--- config.mk ---
export PLATFORM = sky130hd
export DESIGN_NAME = spi_host
export DESIGN_NICKNAME = d
export VERILOG_FILES = /design/src/design/dummy_unused_placeholder_never.v /design/src/design/spi_host_sync.v /design/src/design/spi_host_clkgen.v /design/src/design/spi_host.v
export VERILOG_INCLUDE_DIRS = /design/src /design/src/design
export SDC_FILE = /design/constraint.sdc
export NUM_CORES = 1
export LEC_CHECK = 0
export ABC_AREA = 1
export BUFFER_PORTS_ARGS = -buffer_cell sky130_fd_sc_hd__buf_4
export CAP_MARGIN = 20
export CORE_MARGIN = 5
export CORE_UTILIZATION = 45
export DETAILED_ROUTE_END_ITERATION = 16
export PLACE_DENSITY = 0.68
export SLEW_MARGIN = 20
export SYNTH_ARGS = -nofsm -noshare
export SYNTH_HDL_FRONTEND = slang
export SYNTH_SLANG_ARGS = --single-unit
--- constraint.sdc ---
create_clock -name clk -period 1.65 [get_ports clk]
set_input_delay 0 -clock clk [delete_from_list [all_inputs] [get_ports clk]]
set_output_delay 0 -clock clk [all_outputs]
set_load 0.03 [all_outputs]
--- src/design/spi_host_defines.vh ---
// Constants of the external SPI party: timing counts and reset values.
// Assumes a 250 MHz system clock and a device core clock given below.
`ifndef SPI_HOST_DEFINES_VH
`define SPI_HOST_DEFINES_VH

// System clock rate in kHz
`define SPIH_CLK_KHZ          250000
// Core clock of the device on the far side, in kHz
`define SPIH_DEV_FCPU_KHZ     8000
// Least SCK half period: one device core period, rounded up
`define SPIH_MIN_HALF_CYC     ((`SPIH_CLK_KHZ + `SPIH_DEV_FCPU_KHZ - 1) / `SPIH_DEV_FCPU_KHZ)

// Reset values of the host configuration
`define SPIH_RST_HALF         8'h40
`define SPIH_RST_IDLE_LEVEL   1'b0
`define SPIH_RST_SAMPLE_EDGE  1'b0

// Edge index of the sixteenth SCK edge of a byte
`define SPIH_LAST_EDGE        4'hf

`endif

--- src/design/dummy_unused_placeholder_never.v ---
`default_nettype none
`default_nettype wire

--- src/design/spi_host_sync.v ---
// Two flip-flop synchroniser for pins coming from outside the clock domain.
// Assumes the inputs are plain levels; only the second stage is read.
`default_nettype none

module spi_host_sync #(
    parameter WIDTH = 3
) (
    input  wire             clk,      // System clock
    input  wire             reset_n,  // Asynchronous reset, active low
    input  wire [WIDTH-1:0] d,        // Asynchronous inputs
    output reg  [WIDTH-1:0] q         // Synchronised outputs
);

    reg [WIDTH-1:0] stage1;

    always @(posedge clk or negedge reset_n) begin
        if (!reset_n) begin
            stage1 <= {WIDTH{1'b0}};
            q      <= {WIDTH{1'b0}};
        end else begin
            stage1 <= d;
            q      <= stage1;
        end
    end

endmodule // spi_host_sync

`default_nettype wire

--- src/design/spi_host_clkgen.v ---
// Half-period tick generator for the SCK that the host drives.
// Assumes half_count is stable while run is high and at least 1.
`default_nettype none

module spi_host_clkgen (
    input  wire       clk,         // System clock
    input  wire       reset_n,     // Asynchronous reset, active low
    input  wire       run,         // Count while high, restart when low
    input  wire [7:0] half_count,  // Clock cycles per SCK half period
    output reg        tick         // One-cycle pulse per half period
);

    reg [7:0] count;

    always @(posedge clk or negedge reset_n) begin
        if (!reset_n) begin
            count <= 8'h00;
            tick  <= 1'b0;
        end else if (!run) begin
            count <= 8'h00;
            tick  <= 1'b0;
        end else if (count == half_count - 8'h01) begin
            count <= 8'h00;
            tick  <= 1'b1;
        end else begin
            count <= count + 8'h01;
            tick  <= 1'b0;
        end
    end

endmodule // spi_host_clkgen

`default_nettype wire

--- src/design/spi_host.v ---
// External SPI party for the device's serial port: master or slave.
// Assumes the device pins are joined by the bench; pins use in/out/oe_n.
`include "spi_host_defines.vh"
`default_nettype none

// How it works
// - Full duplex on one master clock
// - Only master starts; slave waits for edges
// - Never clock device faster than fCPU/2
// - Device master's select held high always
// - Phase one: select low whole transmission
// - Phase zero: select high between bytes
// - Device software sets config before enable
// - Master flag clear: status then data read
// - Slave flag clear: status then data access
// - Slave clears flag before next completes
// - Same polarity and phase both ends
// - SCK idles at the polarity level
// - Change polarity only while disabled; host takes cfg_write in ST_IDLE even with port_on high
// - Fault clears by status read, control write
module spi_host (
    input  wire       clk,              // System clock, 250 MHz
    input  wire       reset_n,          // Asynchronous reset, active low
    input  wire       port_on,          // Host drives the link while high
    input  wire       host_is_master,   // High: host masters, low: host is slave
    input  wire       cfg_write,        // Strobe to take the three cfg values
    input  wire       cfg_idle_level,   // SCK idle level
    input  wire       cfg_sample_edge,  // High: sample on second edge
    input  wire [7:0] cfg_half_period,  // SCK half period in clock cycles
    input  wire       cmd_valid,        // Byte offered for the next transfer
    input  wire [7:0] cmd_data,         // Byte to send
    input  wire       cmd_last,         // Release select after this byte
    output reg        cmd_ready,        // Byte will be taken this cycle
    output reg        resp_valid,       // One-cycle pulse, byte received
    output reg  [7:0] resp_data,        // Byte received
    output reg        busy,             // Transfer in progress
    output reg        cfg_idle_level_q, // Configuration in force: idle level
    output reg        cfg_sample_q,     // Configuration in force: phase
    input  wire       sck_in,           // SCK pin level
    output reg        sck_out,          // SCK drive value
    output reg        sck_oe_n,         // SCK drive enable, active low
    input  wire       mosi_in,          // MOSI pin level
    output reg        mosi_out,         // MOSI drive value
    output reg        mosi_oe_n,        // MOSI drive enable, active low
    input  wire       miso_in,          // MISO pin level
    output reg        miso_out,         // MISO drive value
    output reg        miso_oe_n,        // MISO drive enable, active low
    output reg        ss_n              // Select pin of the device, active low
);

    localparam [1:0] ST_IDLE  = 2'd0;
    localparam [1:0] ST_SETUP = 2'd1;
    localparam [1:0] ST_SHIFT = 2'd2;
    localparam [1:0] ST_GAP   = 2'd3;

    localparam integer MIN_HALF_I = `SPIH_MIN_HALF_CYC;
    localparam [7:0]   MIN_HALF   = MIN_HALF_I[7:0];

    // Sample on leading edge for phase zero, trailing for phase one
    function sample_edge_now;
        input edge_lsb;
        input phase;
        begin
            sample_edge_now = (edge_lsb == phase);
        end
    endfunction

    reg  [7:0] half_period;
    reg  [1:0] state;
    reg  [3:0] edge_cnt;
    reg  [7:0] shifter;
    reg        release_after;
    reg        cur_master;
    reg        cur_on;
    reg        sck_prev;
    wire [2:0] pins_s;
    wire       sck_s;
    wire       mosi_s;
    wire       miso_s;
    wire       tick;
    wire       run;
    wire       mode_change;
    wire       slave_edge;
    wire       in_bit;
    wire [7:0] next_shifter;
    wire       sample_now;

    // Pins from the device pass two flops before use
    spi_host_sync #(
        .WIDTH (3)
    ) u_sync (
        .clk     (clk),
        .reset_n (reset_n),
        .d       ({sck_in, mosi_in, miso_in}),
        .q       (pins_s)
    );

    assign sck_s  = pins_s[2];
    assign mosi_s = pins_s[1];
    assign miso_s = pins_s[0];

    assign run = cur_on && cur_master && (state != ST_IDLE);

    spi_host_clkgen u_clkgen (
        .clk        (clk),
        .reset_n    (reset_n),
        .run        (run),
        .half_count (half_period),
        .tick       (tick)
    );

    assign mode_change  = (host_is_master != cur_master) || (port_on != cur_on);
    assign slave_edge   = cur_on && !cur_master && (sck_s != sck_prev);
    assign in_bit       = cur_master ? miso_s : mosi_s;
    assign next_shifter = {shifter[6:0], in_bit};
    assign sample_now   = sample_edge_now(edge_cnt[0], cfg_sample_q);

    // Configuration only changes with the link quiet
    always @(posedge clk or negedge reset_n) begin
        if (!reset_n) begin
            half_period      <= `SPIH_RST_HALF;
            cfg_idle_level_q <= `SPIH_RST_IDLE_LEVEL;
            cfg_sample_q     <= `SPIH_RST_SAMPLE_EDGE;
        end else if (cfg_write && state == ST_IDLE && edge_cnt == 4'h0) begin
            // Clamp so SCK never exceeds half the device core clock
            if (cfg_half_period < MIN_HALF) begin
                half_period <= MIN_HALF;
            end else begin
                half_period <= cfg_half_period;
            end
            cfg_idle_level_q <= cfg_idle_level;
            cfg_sample_q     <= cfg_sample_edge;
        end
    end

    always @(posedge clk or negedge reset_n) begin
        if (!reset_n) begin
            state         <= ST_IDLE;
            edge_cnt      <= 4'h0;
            shifter       <= 8'h00;
            release_after <= 1'b1;
            cur_master    <= 1'b0;
            cur_on        <= 1'b0;
            sck_prev      <= 1'b0;
            cmd_ready     <= 1'b0;
            resp_valid    <= 1'b0;
            resp_data     <= 8'h00;
            busy          <= 1'b0;
            sck_out       <= 1'b0;
            sck_oe_n      <= 1'b1;
            mosi_out      <= 1'b0;
            mosi_oe_n     <= 1'b1;
            miso_out      <= 1'b0;
            miso_oe_n     <= 1'b1;
            ss_n          <= 1'b1;
        end else begin
            resp_valid <= 1'b0;
            sck_prev   <= sck_s;
            if (mode_change) begin
                // Any mode change aborts and parks the link
                cur_master <= host_is_master;
                cur_on     <= port_on;
                state      <= ST_IDLE;
                edge_cnt   <= 4'h0;
                cmd_ready  <= 1'b0;
                busy       <= 1'b0;
                ss_n       <= 1'b1;
                sck_out    <= cfg_idle_level_q;
                sck_oe_n   <= !(port_on && host_is_master);
                mosi_oe_n  <= !(port_on && host_is_master);
                miso_oe_n  <= !(port_on && !host_is_master);
            end else if (cur_on && cur_master) begin
                case (state)
                    ST_IDLE: begin
                        sck_out <= cfg_idle_level_q;
                        if (cmd_valid && cmd_ready) begin
                            shifter   <= cmd_data;
                            // Phase zero needs select high between bytes
                            release_after <= cmd_last || !cfg_sample_q;
                            ss_n      <= 1'b0;
                            cmd_ready <= 1'b0;
                            busy      <= 1'b1;
                            edge_cnt  <= 4'h0;
                            if (!cfg_sample_q) begin
                                mosi_out <= cmd_data[7];
                            end
                            state <= ST_SETUP;
                        end else begin
                            cmd_ready <= 1'b1;
                        end
                    end
                    ST_SETUP: begin
                        if (tick) begin
                            state <= ST_SHIFT;
                        end
                    end
                    ST_SHIFT: begin
                        if (tick) begin
                            sck_out  <= !sck_out;
                            edge_cnt <= edge_cnt + 4'h1;
                            if (sample_now) begin
                                shifter <= next_shifter;
                            end else begin
                                mosi_out <= shifter[7];
                            end
                            if (edge_cnt == `SPIH_LAST_EDGE) begin
                                resp_valid <= 1'b1;
                                resp_data  <= sample_now ? next_shifter : shifter;
                                state      <= ST_GAP;
                            end
                        end
                    end
                    ST_GAP: begin
                        // Gap gives device software time to clear its flag
                        if (tick) begin
                            if (release_after) begin
                                ss_n <= 1'b1;
                            end
                            busy      <= 1'b0;
                            cmd_ready <= 1'b1;
                            state     <= ST_IDLE;
                        end
                    end
                    default: begin
                        state <= ST_IDLE;
                    end
                endcase
            end else if (cur_on) begin
                // Host is slave: keep the master's select high
                ss_n <= 1'b1;
                if (slave_edge) begin
                    cmd_ready <= 1'b0;
                    busy      <= (edge_cnt != `SPIH_LAST_EDGE);
                    edge_cnt  <= edge_cnt + 4'h1;
                    if (sample_now) begin
                        shifter <= next_shifter;
                    end else begin
                        miso_out <= shifter[7];
                    end
                    if (edge_cnt == `SPIH_LAST_EDGE) begin
                        resp_valid <= 1'b1;
                        resp_data  <= sample_now ? next_shifter : shifter;
                    end
                end else if (edge_cnt == 4'h0) begin
                    // Reply byte may be loaded only between bytes
                    if (cmd_valid && cmd_ready) begin
                        shifter   <= cmd_data;
                        cmd_ready <= 1'b0;
                        if (!cfg_sample_q) begin
                            miso_out <= cmd_data[7];
                        end
                    end else begin
                        cmd_ready <= 1'b1;
                    end
                end
            end else begin
                cmd_ready <= 1'b0;
                busy      <= 1'b0;
            end
        end
    end

endmodule // spi_host

`default_nettype wire

=== Word level (Yosys, flattened, before mapping) ===
Index checks and enable logic that the tools add are counted.

* $add $sub $neg: 3
* Bitwise gates (word level): 2
* Muxes and demuxes: 75
* Multiply operators: 0
* $lt $le $gt $ge: 1
* Shifts and indexed selects: 0
* Reduce and logical (&&, ||, !) cells: 41
* Divide/modulo/power cells: 0
* Equal/unequal tests: 33

{| class="wikitable"
|+ Operators with widths
! cell !! count
|-
| 8-bit 2-to-1 mux || 16
|-
| 1-bit 2-to-1 mux || 38
|-
| 4-bit 2-to-1 mux || 6
|-
| 5-bit AND reduction || 4
|-
| 8-bit one-hot mux with 2 select lines || 1
|-
| 3-bit by 2-bit != test with 1-bit output (second input constant) || 5
|-
| 2-bit 2-to-1 mux || 7
|-
| 7-bit AND reduction || 2
|-
| 2-bit nonzero test || 7
|-
| 4-bit by 3-bit != test with 1-bit output (second input constant) || 3
|-
| 3-bit nonzero test || 4
|-
| 2-bit by 1-bit != test with 1-bit output (second input constant) || 5
|-
| 1-bit one-hot mux with 2 select lines || 5
|-
| 1-bit logical AND || 9
|-
| 8-bit by 1-bit adder with 8-bit output (second input constant) || 1
|-
| 8-bit == test || 1
|-
| 8-bit by 6-bit < comparator with 1-bit output (second input constant) || 1
|-
| 4-bit by 2-bit != test with 1-bit output (second input constant) || 2
|-
| 4-bit != test (second input constant) || 2
|-
| 2-bit one-hot mux with 4 select lines || 1
|-
| 4-bit one-hot mux with 2 select lines || 1
|-
| 4-bit AND reduction || 2
|-
| 8-bit by 1-bit subtractor with 8-bit output (second input constant) || 1
|-
| 1-bit zero test || 6
|-
| other kinds (17) || 25
|}

* Word-level logic and storage cells: 179
* Bits in latches: 0
* Memory bits (writable): 0
* Memories: 0
* Bits in read-only memories: 0
* Output and inout port bits: 20
* Bits in registers: 60

=== Logic depth before layout (Yosys ltp) ===
Gate-level depths: netlist of run 1.

* Depth in word-level cells: 7
* Mapped depth: 11
* Mapped depth without buffers: 11

=== By module ===
Synthesis of run 1 repeated with hierarchy kept, for this count alone.

* Cell total of the unflattened synthesis: 515
* Area total of the unflattened synthesis: 3646.0 um^2

{| class="wikitable"
|+ By module, submodules not included
! module !! instances !! seq. area each (um^2) !! cells an instance !! area each (um^2)
|-
| spi_host || 1 || 1132.3 || 405 || 2800.2
|-
| spi_host_clkgen || 1 || 225.2 || 104 || 695.7
|-
| spi_host_sync || 1 || 150.1 || 6 || 150.1
|}

=== Worst setup path after synthesis of run 1 ===
Ideal clock, no wire load.

* Kind: register to register
* From: reg state[0]
* To: reg state[1]
* Cell stages (with the launch flop): 9
* Arrival time: 1.502 ns
* Buffers on the path: 1
* Slack: 0.054 ns
* Cell sequence: dfrtp_1 -> inv_1 -> ha_1 -> clkbuf_1 -> o21ai_0 -> nand3_1 -> a21oi_1 -> nor2_1 -> a211oi_1

* Word-level cells in the longest chain between the ends: 4

{| class="wikitable"
|+ Ends and longest elaborated chain
! item !! RTL line !! source
|-
| start: declaration || spi_host.v:69 || <nowiki>reg [1:0] state;</nowiki>
|-
| start signal: assignment || spi_host.v:138 || <nowiki>state <= ST_IDLE;</nowiki>
|-
| start signal: assignment || spi_host.v:163 || <nowiki>state <= ST_IDLE;</nowiki>
|-
| start signal: assignment || spi_host.v:187 || <nowiki>state <= ST_SETUP;</nowiki>
|-
| 2-bit == test, or another cell as far along || spi_host.v:173 || <nowiki>case (state)</nowiki>
|-
| 2-bit one-hot mux with 4 select lines || spi_host.v:173 ||
|-
| 2-bit 2-to-1 mux || spi_host.v:172 || <nowiki>end else if (cur_on && cur_master) begin</nowiki>
|-
| 2-bit 2-to-1 mux || spi_host.v:159 || <nowiki>if (mode_change) begin</nowiki>
|}

Parallel ways exist; a longest one is shown, timed or not. The select of a mux whose other input is x is not followed.
A chain may end at the register's enable or synchronous reset.

=== Worst setup path in the final report of run 1 ===
* From: reg half_period[1]
* To: reg u_clkgen.count[4]

* Word-level cells in the longest chain between the ends: 4

{| class="wikitable"
|+ Ends and longest elaborated chain
! item !! RTL line !! source
|-
| start: declaration || spi_host.v:68 || <nowiki>reg [7:0] half_period;</nowiki>
|-
| start signal: assignment || spi_host.v:121 || <nowiki>half_period <= `SPIH_RST_HALF;</nowiki>
|-
| start signal: assignment || spi_host.v:129 || <nowiki>half_period <= cfg_half_period;</nowiki>
|-
| 8-bit by 1-bit subtractor with 8-bit output || spi_host_clkgen.v:22 || <nowiki>end else if (count == half_count - 8'h01) begin</nowiki>
|-
| 8-bit == test || spi_host_clkgen.v:22 ||
|-
| 8-bit 2-to-1 mux || spi_host_clkgen.v:22 ||
|-
| 8-bit 2-to-1 mux || spi_host_clkgen.v:19 || <nowiki>end else if (!run) begin</nowiki>
|-
| end signal: assignment || spi_host_clkgen.v:26 || <nowiki>count <= count + 8'h01;</nowiki>
|-
| end: declaration || spi_host_clkgen.v:13 || <nowiki>reg [7:0] count;</nowiki>
|}

Every way passes these cells.

==> summary.md, run 1 <==
| Metric | Value |
|---|---|
| Hold WC Path Type | `input pin to flip-flop` |
| Finished Cell Area | `4650 sq um` |
| Clock group share of total power | `between 30% and 40%` |
| Post-Syn Nets | `484` |
| Die area | `between 9000 and 10000 sq um` |
| CTS tree | `yes` |
| Hold Vio Cnt, Final | `0` |
| Per-cell routed wire length | `roughly 13 um` |
| GRT overflow | `0` |
| Critical setup path kind | `flip-flop to flip-flop` |
| Router iterations before antenna repair | `4` |
| Via count of the first global-routing pass | `2994` |
| Number of antenna violations at the first check in global routing | `0` |
| Effective utilization at floorplan | `45.9%` |
| Share of power burned in combinational logic | `approximately 28%` |
| Sink of the worst hold path | `miso_out` |
| Area inside the core boundary | `between 7000 and 8000 sq um` |
| Fillcell total | `620` |
| Antenna cells | `0` |
| Setup repair after global routing missed its margin | `true` |
| Flop2flop setup slack | `-0.03 ns` |
| # clock sinks | `60` |
| Clock Skews | `~0.011 ns` |
| Worst max-slew margin expressed relative to the limit | `between 50% and 60%` |
| Clock buffer count from CTS | `9` |
| Input/output buffers | `47` |
| Req. time, crit path | `1.87 ns` |
| Placer's final routability congestion estimate | `between 0.9 and 1` |
| Startpoint of the tightest hold check path | `cmd_data[7]` |
| Worst setup EP type | `flip-flop` |
| Max Clk Rate | `about 590 MHz` |
| Warnings, synthesis | `0` |
| Max-slew violation count | `0` |
| Main synth FF type | `sky130_fd_sc_hd__dfrtp_1` |
| Pin slew with the least headroom to its limit | `about 0.74 ns` |
| Switching power as a share of total power | `between 30% and 40%` |
| Startpoint class of the critical path | `flip-flop` |
| Gate count after technology mapping | `447` |
| Area growth from synthesis to layout | `40.5%` |
| Per-instance average area after synthesis | `7.41 sq um` |
| NumNets Final | `between 500 and 600` |
| Number of levels in the clock H-tree | `3` |
| Worst hold path stage count | `5` |
| Placed instance area | `around 3900 sq um` |
| All-Layer GR Usage | `~19%` |
| Worst-case reg-to-reg path depth | `10` |
| Post-detailed-route count of antenna-violating nets | `0` |
| Clk buf depth | `2` |
| Io pins | `48` |
| Switching power summed over all nets | `1.47 mW` |
| Total detailed-routing wirelength | `around 8500 um` |
| Arrival @ worst endpoint | `~1.9 ns` |
| Master cell of the clock root buffer | `sky130_fd_sc_hd__clkbuf_8` |
| Reported max-cap violation count | `0` |
| Hold Slack | `0.0183 ns` |
| Die span in x | `95.8 um` |
| Crit path max fanout | `8` |
| Proportion of register bits with asynchronous set or reset after synthesis | `between 90% and 100%` |
| Clock slew at the register clock pins of the worst setup and hold paths | `roughly 0.070 ns` |
| Total via count after detailed routing | `approximately 3200` |
| Post-layout worst setup margin | `-0.0347 ns` |
| Die boundary height | `~96 um` |
| First-pass GRT wire length | `between 10000 and 15000 um` |
| Portion of the post-synthesis area used by sequential elements | `about 46%` |
| Number of synthesized register bits | `60` |
| Failing checks | `negative setup slack` |
| Source of the worst register-to-register timing path | `half_period[1]` |
| Internal power summed over all cells | `3.08 mW` |
| Final setup viols | `15` |
| Area of the mapped netlist | `approximately 3300 sq um` |
| Fraction of layout cells with a size suffix above 1 | `about 29%` |
| Post-route clock period utilization | `102%` |
| Static leakage | `between 2 and 2.5 nW` |
| Peak supply drop | `~0.00055 V` |
| Status | `finished, violations left` |
| Synth cell types | `33` |
| Number of enable flip-flop cells after synthesis | `0` |
| Final Core Density | `between 60% and 70%` |
| Number of placement rows | `31` |
| Worst setup timing slack at the placement stage | `-0.0790 ns` |
| Final worst path period need | `approximately 1.7 ns` |
| Post-DR vias/cell | `~4.9` |
| Maximum number of pins on one net before global-route repair | `61` |
| Post-route DRC violation count | `0` |
| Power density normalized to cell area | `just under 1000 nW/um^2` |
| Relative contribution of sequential cells to total power | `38.8%` |
| DRC marker count from the first detailed-route iteration | `121` |
| End of the worst register-to-register path | `u_clkgen.count[4]` |
| HPWL Detailed | `roughly 5800 um` |
| Clk_lat worst skew | `approximately 0.35 ns` |
[power by group through the flow]
stage | Clock [mW] | Combinational, mW | Sequential (mW)
detailed placement | 0 | 1.05 | 1.79
global route | 1.62 | 1.42 | 1.79
finish | 1.53 | 1.25 | 1.76
global placement | 0 | 1.03 | 1.78
CTS | 1.55 | 1.11 | 1.76
floorplan | 0 | 0.623 | 1.84
[Yosys cell counts, types with 2 or more instances]
master / n / area (sq um)
sky130_fd_sc_hd__a21oi_1: 6 / 30.0
sky130_fd_sc_hd__buf_4: 2 / 15.0
sky130_fd_sc_hd__clkbuf_1: 6 / 22.5
sky130_fd_sc_hd__dfrtp_1: 55 / 1380
sky130_fd_sc_hd__dfstp_2: 5 / 131
sky130_fd_sc_hd__ha_1: 9 / 113
sky130_fd_sc_hd__inv_1: 47 / 176
sky130_fd_sc_hd__inv_2: 9 / 33.8
sky130_fd_sc_hd__nand2_1: 149 / 559
sky130_fd_sc_hd__nand2_2: 3 / 18.8
sky130_fd_sc_hd__nand3_1: 27 / 135
sky130_fd_sc_hd__nand4_1: 6 / 37.5
sky130_fd_sc_hd__nor2_1: 44 / 165
sky130_fd_sc_hd__nor3_1: 3 / 15.0
sky130_fd_sc_hd__o21ai_0: 38 / 190
sky130_fd_sc_hd__o21ai_1: 13 / 65.1
sky130_fd_sc_hd__xnor2_1: 3 / 26.3
sky130_fd_sc_hd__xor2_1: 7 / 61.3
[registers in the layout (all words and copies together) (netlist names), 2 cells and up]
name            cells
u_sync.q            3
half_period         8
edge_cnt            4
shifter             8
u_clkgen.count      8
state               2
resp_data           8
u_sync.stage1       3
[routing by layer]
layer	routed length, um	global-route usage (%)	vias to the layer above
li1	-	-	1609
met1	3940	26.6	1454
met2	3980	29.7	78
met3	450	4.77	11
met4	136	6.87	0
met5	0	0	-
[logic make-up after synthesis]
| logic type | share of synthesized area (%) |
|---|---|
| adders and majority gates | 3.40 |
| and+or+nand+nor | 30.0 |
| DFF | 45.5 |
| AOI/OAI and AO/OA | 10.3 |
| xor gates and xnor gates | 2.65 |
| buffers and inverters | 7.78 |
| muxes | 0.340 |
[stage by stage]
step	TNS (ns)	std cells	power [mW]
floorplan	0	447	2.46
global placement	-0.0701	607	2.81
detailed placement	-0.829	607	2.84
CTS	0	641	4.42
global route	-1.83	649	4.82
finish	-0.306	649	4.55
[worst max-delay path, stage by stage (launching register included)]
cell                       delay [ns]
sky130_fd_sc_hd__dfrtp_1         0.39
sky130_fd_sc_hd__inv_2           0.09
sky130_fd_sc_hd__ha_4            0.21
sky130_fd_sc_hd__nand2_2         0.05
sky130_fd_sc_hd__inv_2           0.03
sky130_fd_sc_hd__nor2_2          0.09
sky130_fd_sc_hd__nand2_1         0.05
sky130_fd_sc_hd__nor2_1          0.10
sky130_fd_sc_hd__nand4_1         0.16
sky130_fd_sc_hd__o21bai_4        0.31
sky130_fd_sc_hd__nor2_1          0.08
[repair_timing]
| item | CTS | global route |
|---|---|---|
| endpoints found under the setup margin | 23 | 34 |
| gates resized for setup | 12 | 57 |
| hold buffers | 17 | 0 |
| hold endpoints to repair | 73 | 0 |
| cloned | 0 | 1 |
| pin swaps | 4 | 16 |
| buffers inserted | 1 | 7 |
[cells in the final DEF (no fill, tap or decap), types with 4 or more instances in the layout]
cell and instances:
sky130_fd_sc_hd__buf_4 74, sky130_fd_sc_hd__a21oi_1 5, sky130_fd_sc_hd__xor2_1 7, sky130_fd_sc_hd__nand2_1 138, sky130_fd_sc_hd__nand4_1 6, sky130_fd_sc_hd__inv_2 15, sky130_fd_sc_hd__inv_1 39, sky130_fd_sc_hd__dfstp_2 5
sky130_fd_sc_hd__nand3_1 26, sky130_fd_sc_hd__o21ai_1 11, sky130_fd_sc_hd__ha_1 5, sky130_fd_sc_hd__o21ai_0 32, sky130_fd_sc_hd__nand2_2 5, sky130_fd_sc_hd__nand2_4 10, sky130_fd_sc_hd__o21ai_2 8, sky130_fd_sc_hd__dfrtp_1 52
sky130_fd_sc_hd__ha_4 4, sky130_fd_sc_hd__nor2_1 38, sky130_fd_sc_hd__nor2_2 6, sky130_fd_sc_hd__dlygate4sd3_1 17, sky130_fd_sc_hd__clkbuf_8 11
[area by class of cell]
| type | count | area (sq um) | area share (%) |
|---|---|---|---|
| inverters | 57 | 220 | 4.73 |
| multi-input cells | 321 | 1760 | 37.7 |
| well taps | 99 | 124 | 2.66 |
| repair buffers | 96 | 813 | 17.5 |
| flip-flops and latches | 60 | 1510 | 32.5 |
| clock buffers | 12 | 155 | 3.34 |
| clock inverters | 4 | 72.6 | 1.56 |
[worst max path at each step]
stage	from	endpoint	slack (ns)
global route	half_period[1]	u_clkgen.count[0]	-0.16
finish	half_period[1]	u_clkgen.count[4]	-0.03
CTS	half_period[0]	u_clkgen.count[5]	0.01
floorplan	state[0]	state[1]	0.05
detailed placement	state[1]	edge_cnt[1]	-0.08
global placement	state[0]	state[1]	-0.01
Power figures use the tool's default switching activity.
==> inputs of run 2 (changes only) <==
CORE_MARGIN = unset   (was 5)
==> run 2 against run 1 <==
Net effect: the run still ends with negative setup slack left; setup slack worse by 0.016 ns; utilization up 0.91 points; sequential power about the same; via count up 2.4%; global-route usage up 4.2 points; non-clock buffer count down 1; cell area down 2.4%.
==> summary.md, run 2 (same netlist as run 1, synthesis figures left out) <==
| Metric | Value |
|---|---|
| Status | `finished, violations left` |
| Failing checks | `negative setup slack` |
| Most common cell after layout, fill and taps aside | `sky130_fd_sc_hd__nand2_1` |
| Worst hold path stage count | `5` |
| CTS tree | `yes` |
| Clock buffer count from CTS | `9` |
| Worst max-slew margin expressed relative to the limit | `~50%` |
| Source of the worst register-to-register timing path | `half_period[0]` |
| Placer's final routability congestion estimate | `a little under 0.9` |
| Crit path max fanout | `8` |
| Clk buf depth | `2` |
| Area growth from synthesis to layout | `37.2%` |
| Hold Vio Cnt, Final | `0` |
| DRC marker count from the first detailed-route iteration | `about 160` |
| All-Layer GR Usage | `about a quarter` |
| Final cell count without fillers | `between 600 and 700` |
| Number of placement rows | `30` |
| Worst-case reg-to-reg path depth | `10` |
| Arrival @ worst endpoint | `approximately 1.9 ns` |
| NumNets Final | `~580` |
| Fraction of layout cells with a size suffix above 1 | `roughly 28%` |
| Via count of the first global-routing pass | `3053` |
| HPWL Detailed | `about 5500 um` |
| Final setup viols | `12` |
| Critical setup path kind | `flip-flop to flip-flop` |
| Static leakage | `approximately 2.3 nW` |
| Die span in x | `87.8 um` |
| Peak supply drop | `between 0.0006 and 0.0007 V` |
| Effective utilization at floorplan | `~48%` |
| Req. time, crit path | `1.87 ns` |
| # clock sinks | `60` |
| Cell count after placement | `around 610` |
| Post-detailed-route count of antenna-violating nets | `0` |
| Master cell of the clock root buffer | `sky130_fd_sc_hd__clkbuf_8` |
| Max-slew violation count | `0` |
| Startpoint of the tightest hold check path | `cmd_data[7]` |
| Number of levels in the clock H-tree | `3` |
| First-pass GRT wire length | `roughly 14000 um` |
| Reported max-cap violation count | `0` |
| Per-cell routed wire length | `approximately 13 um` |
| Sink of the worst hold path | `miso_out` |
| Startpoint class of the critical path | `flip-flop` |
| Total detailed-routing wirelength | `between 8000 and 9000 um` |
| Setup repair after global routing missed its margin | `true` |
| Input/output buffers | `47` |
| Post-DR vias/cell | `5.00` |
| Io pins | `48` |
| Clk_lat worst skew | `between 0.3 and 0.4 ns` |
| Most used cells in the layout excluding fill and tap cells | `sky130_fd_sc_hd__nand2_1 (145), sky130_fd_sc_hd__buf_4 (73), sky130_fd_sc_hd__dfrtp_1 (52), sky130_fd_sc_hd__nor2_1 (38), sky130_fd_sc_hd__inv_1 (37)` |
| Die area | `around 7700 sq um` |
| Pin slew with the least headroom to its limit | `between 0.7 and 0.8 ns` |
| Clock Skews | `between 0.009 and 0.01 ns` |
| Hold WC Path Type | `input pin to flip-flop` |
| Total via count after detailed routing | `approximately 3200` |
| Die boundary height | `~88 um` |
| Maximum number of pins on one net before global-route repair | `61` |
| Post-layout worst setup margin | `-0.0502 ns` |
| Clock slew at the register clock pins of the worst setup and hold paths | `roughly 0.060 ns` |
| Number of antenna violations at the first check in global routing | `0` |
| Post-route DRC violation count | `0` |
| GRT overflow | `0` |
| Worst setup EP type | `flip-flop` |
| Hold Slack | `0.0339 ns` |
| Flop2flop setup slack | `-0.05 ns` |
| End of the worst register-to-register path | `u_clkgen.count[5]` |
| Router iterations before antenna repair | `4` |
| Power density normalized to cell area | `between 900 and 1000 nW/um^2` |
| Post-route clock period utilization | `103%` |
| Area inside the core boundary | `between 6000 and 7000 sq um` |
| Antenna cells | `0` |
| Final worst path period need | `about 1.7 ns` |
| Max Clk Rate | `between 500 and 600 MHz` |
run 2: changes by cell type in the layout (fill, tap and decap cells not counted), moves of 3 or more:
cell | before | now
sky130_fd_sc_hd__o21ai_1 | 11 | 14
sky130_fd_sc_hd__nand2_4 | 10 | 1
sky130_fd_sc_hd__inv_2 | 15 | 18
sky130_fd_sc_hd__o21ai_2 | 8 | 2
sky130_fd_sc_hd__nand2_1 | 138 | 145
run 2: critical path, stage by stage (launching register included):
cell and delay, ns:
sky130_fd_sc_hd__dfrtp_1 0.38, sky130_fd_sc_hd__inv_2 0.08, sky130_fd_sc_hd__ha_4 0.21, sky130_fd_sc_hd__nand2_2 0.06, sky130_fd_sc_hd__inv_2 0.03, sky130_fd_sc_hd__nor2_1 0.07
sky130_fd_sc_hd__nand2_1 0.05, sky130_fd_sc_hd__nor2_1 0.09, sky130_fd_sc_hd__nand4_1 0.19, sky130_fd_sc_hd__o21bai_4 0.33, sky130_fd_sc_hd__nor2_1 0.08
run 2: what timing repair did:
item | CTS | global route
hold buffers | 17 | 0
cloned | 0 | 1
gates resized for setup | 9 | 46
hold endpoints to repair | 73 | 0
endpoints found under the setup margin | 21 | 41
pin swaps | 2 | 19
setup buffers | 0 | 7
run 2: cell type report:
| class | count | area (sq um) |
|---|---|---|
| fillers | 584 | 2400 |
| multi-input cells | 322 | 1720 |
| flip-flops and latches | 60 | 1510 |
| repair buffers | 95 | 783 |
| inverters | 57 | 218 |
| clock buffers | 12 | 165 |
| well taps | 96 | 120 |
| clock inverters | 4 | 22.5 |
run 2: per-layer routing:
layer	up-vias	share of wire (%)	track usage, %
met5	-	0	0
met4	0	0.95	6.56
met3	8	6.1	5.75
met2	99	48	38.5
met1	1506	45	31.1
li1	1615	-	-
run 2: worst max path at each step:
stage | start | end
6_report | half_period[0] | u_clkgen.count[5]
5_1_grt | half_period[0] | u_clkgen.count[5]
4_1_cts | state[1] | ss_n
3_5_place_dp | state[0] | edge_cnt[3]
3_3_place_gp | state[0] | edge_cnt[3]
2_1_floorplan | state[0] | state[1]
run 2: report_power, final:
part | internal, mW | switching [mW] | total, mW
clock | 0.660 | 0.581 | 1.24
combinational | 0.490 | 0.698 | 1.19
sequential | 1.64 | 0.126 | 1.77
total | 2.79 | 1.41 | 4.20
run 2: metrics by stage:
stage	setup WS (ns)	TNS [ns]	cell area, sq um	total power, mW	utilization, %
after floorplan	0.0537	0	3310	2.46	-
after global placement	-0.0569	-0.580	3940	2.83	56.8
after detailed placement	-0.124	-1.17	3940	2.86	56.8
after CTS	0.00217	0	4340	4.17	62.5
after global routing	-0.170	-2.16	4540	4.45	65.4
final	-0.0502	-0.285	4540	4.20	65.4
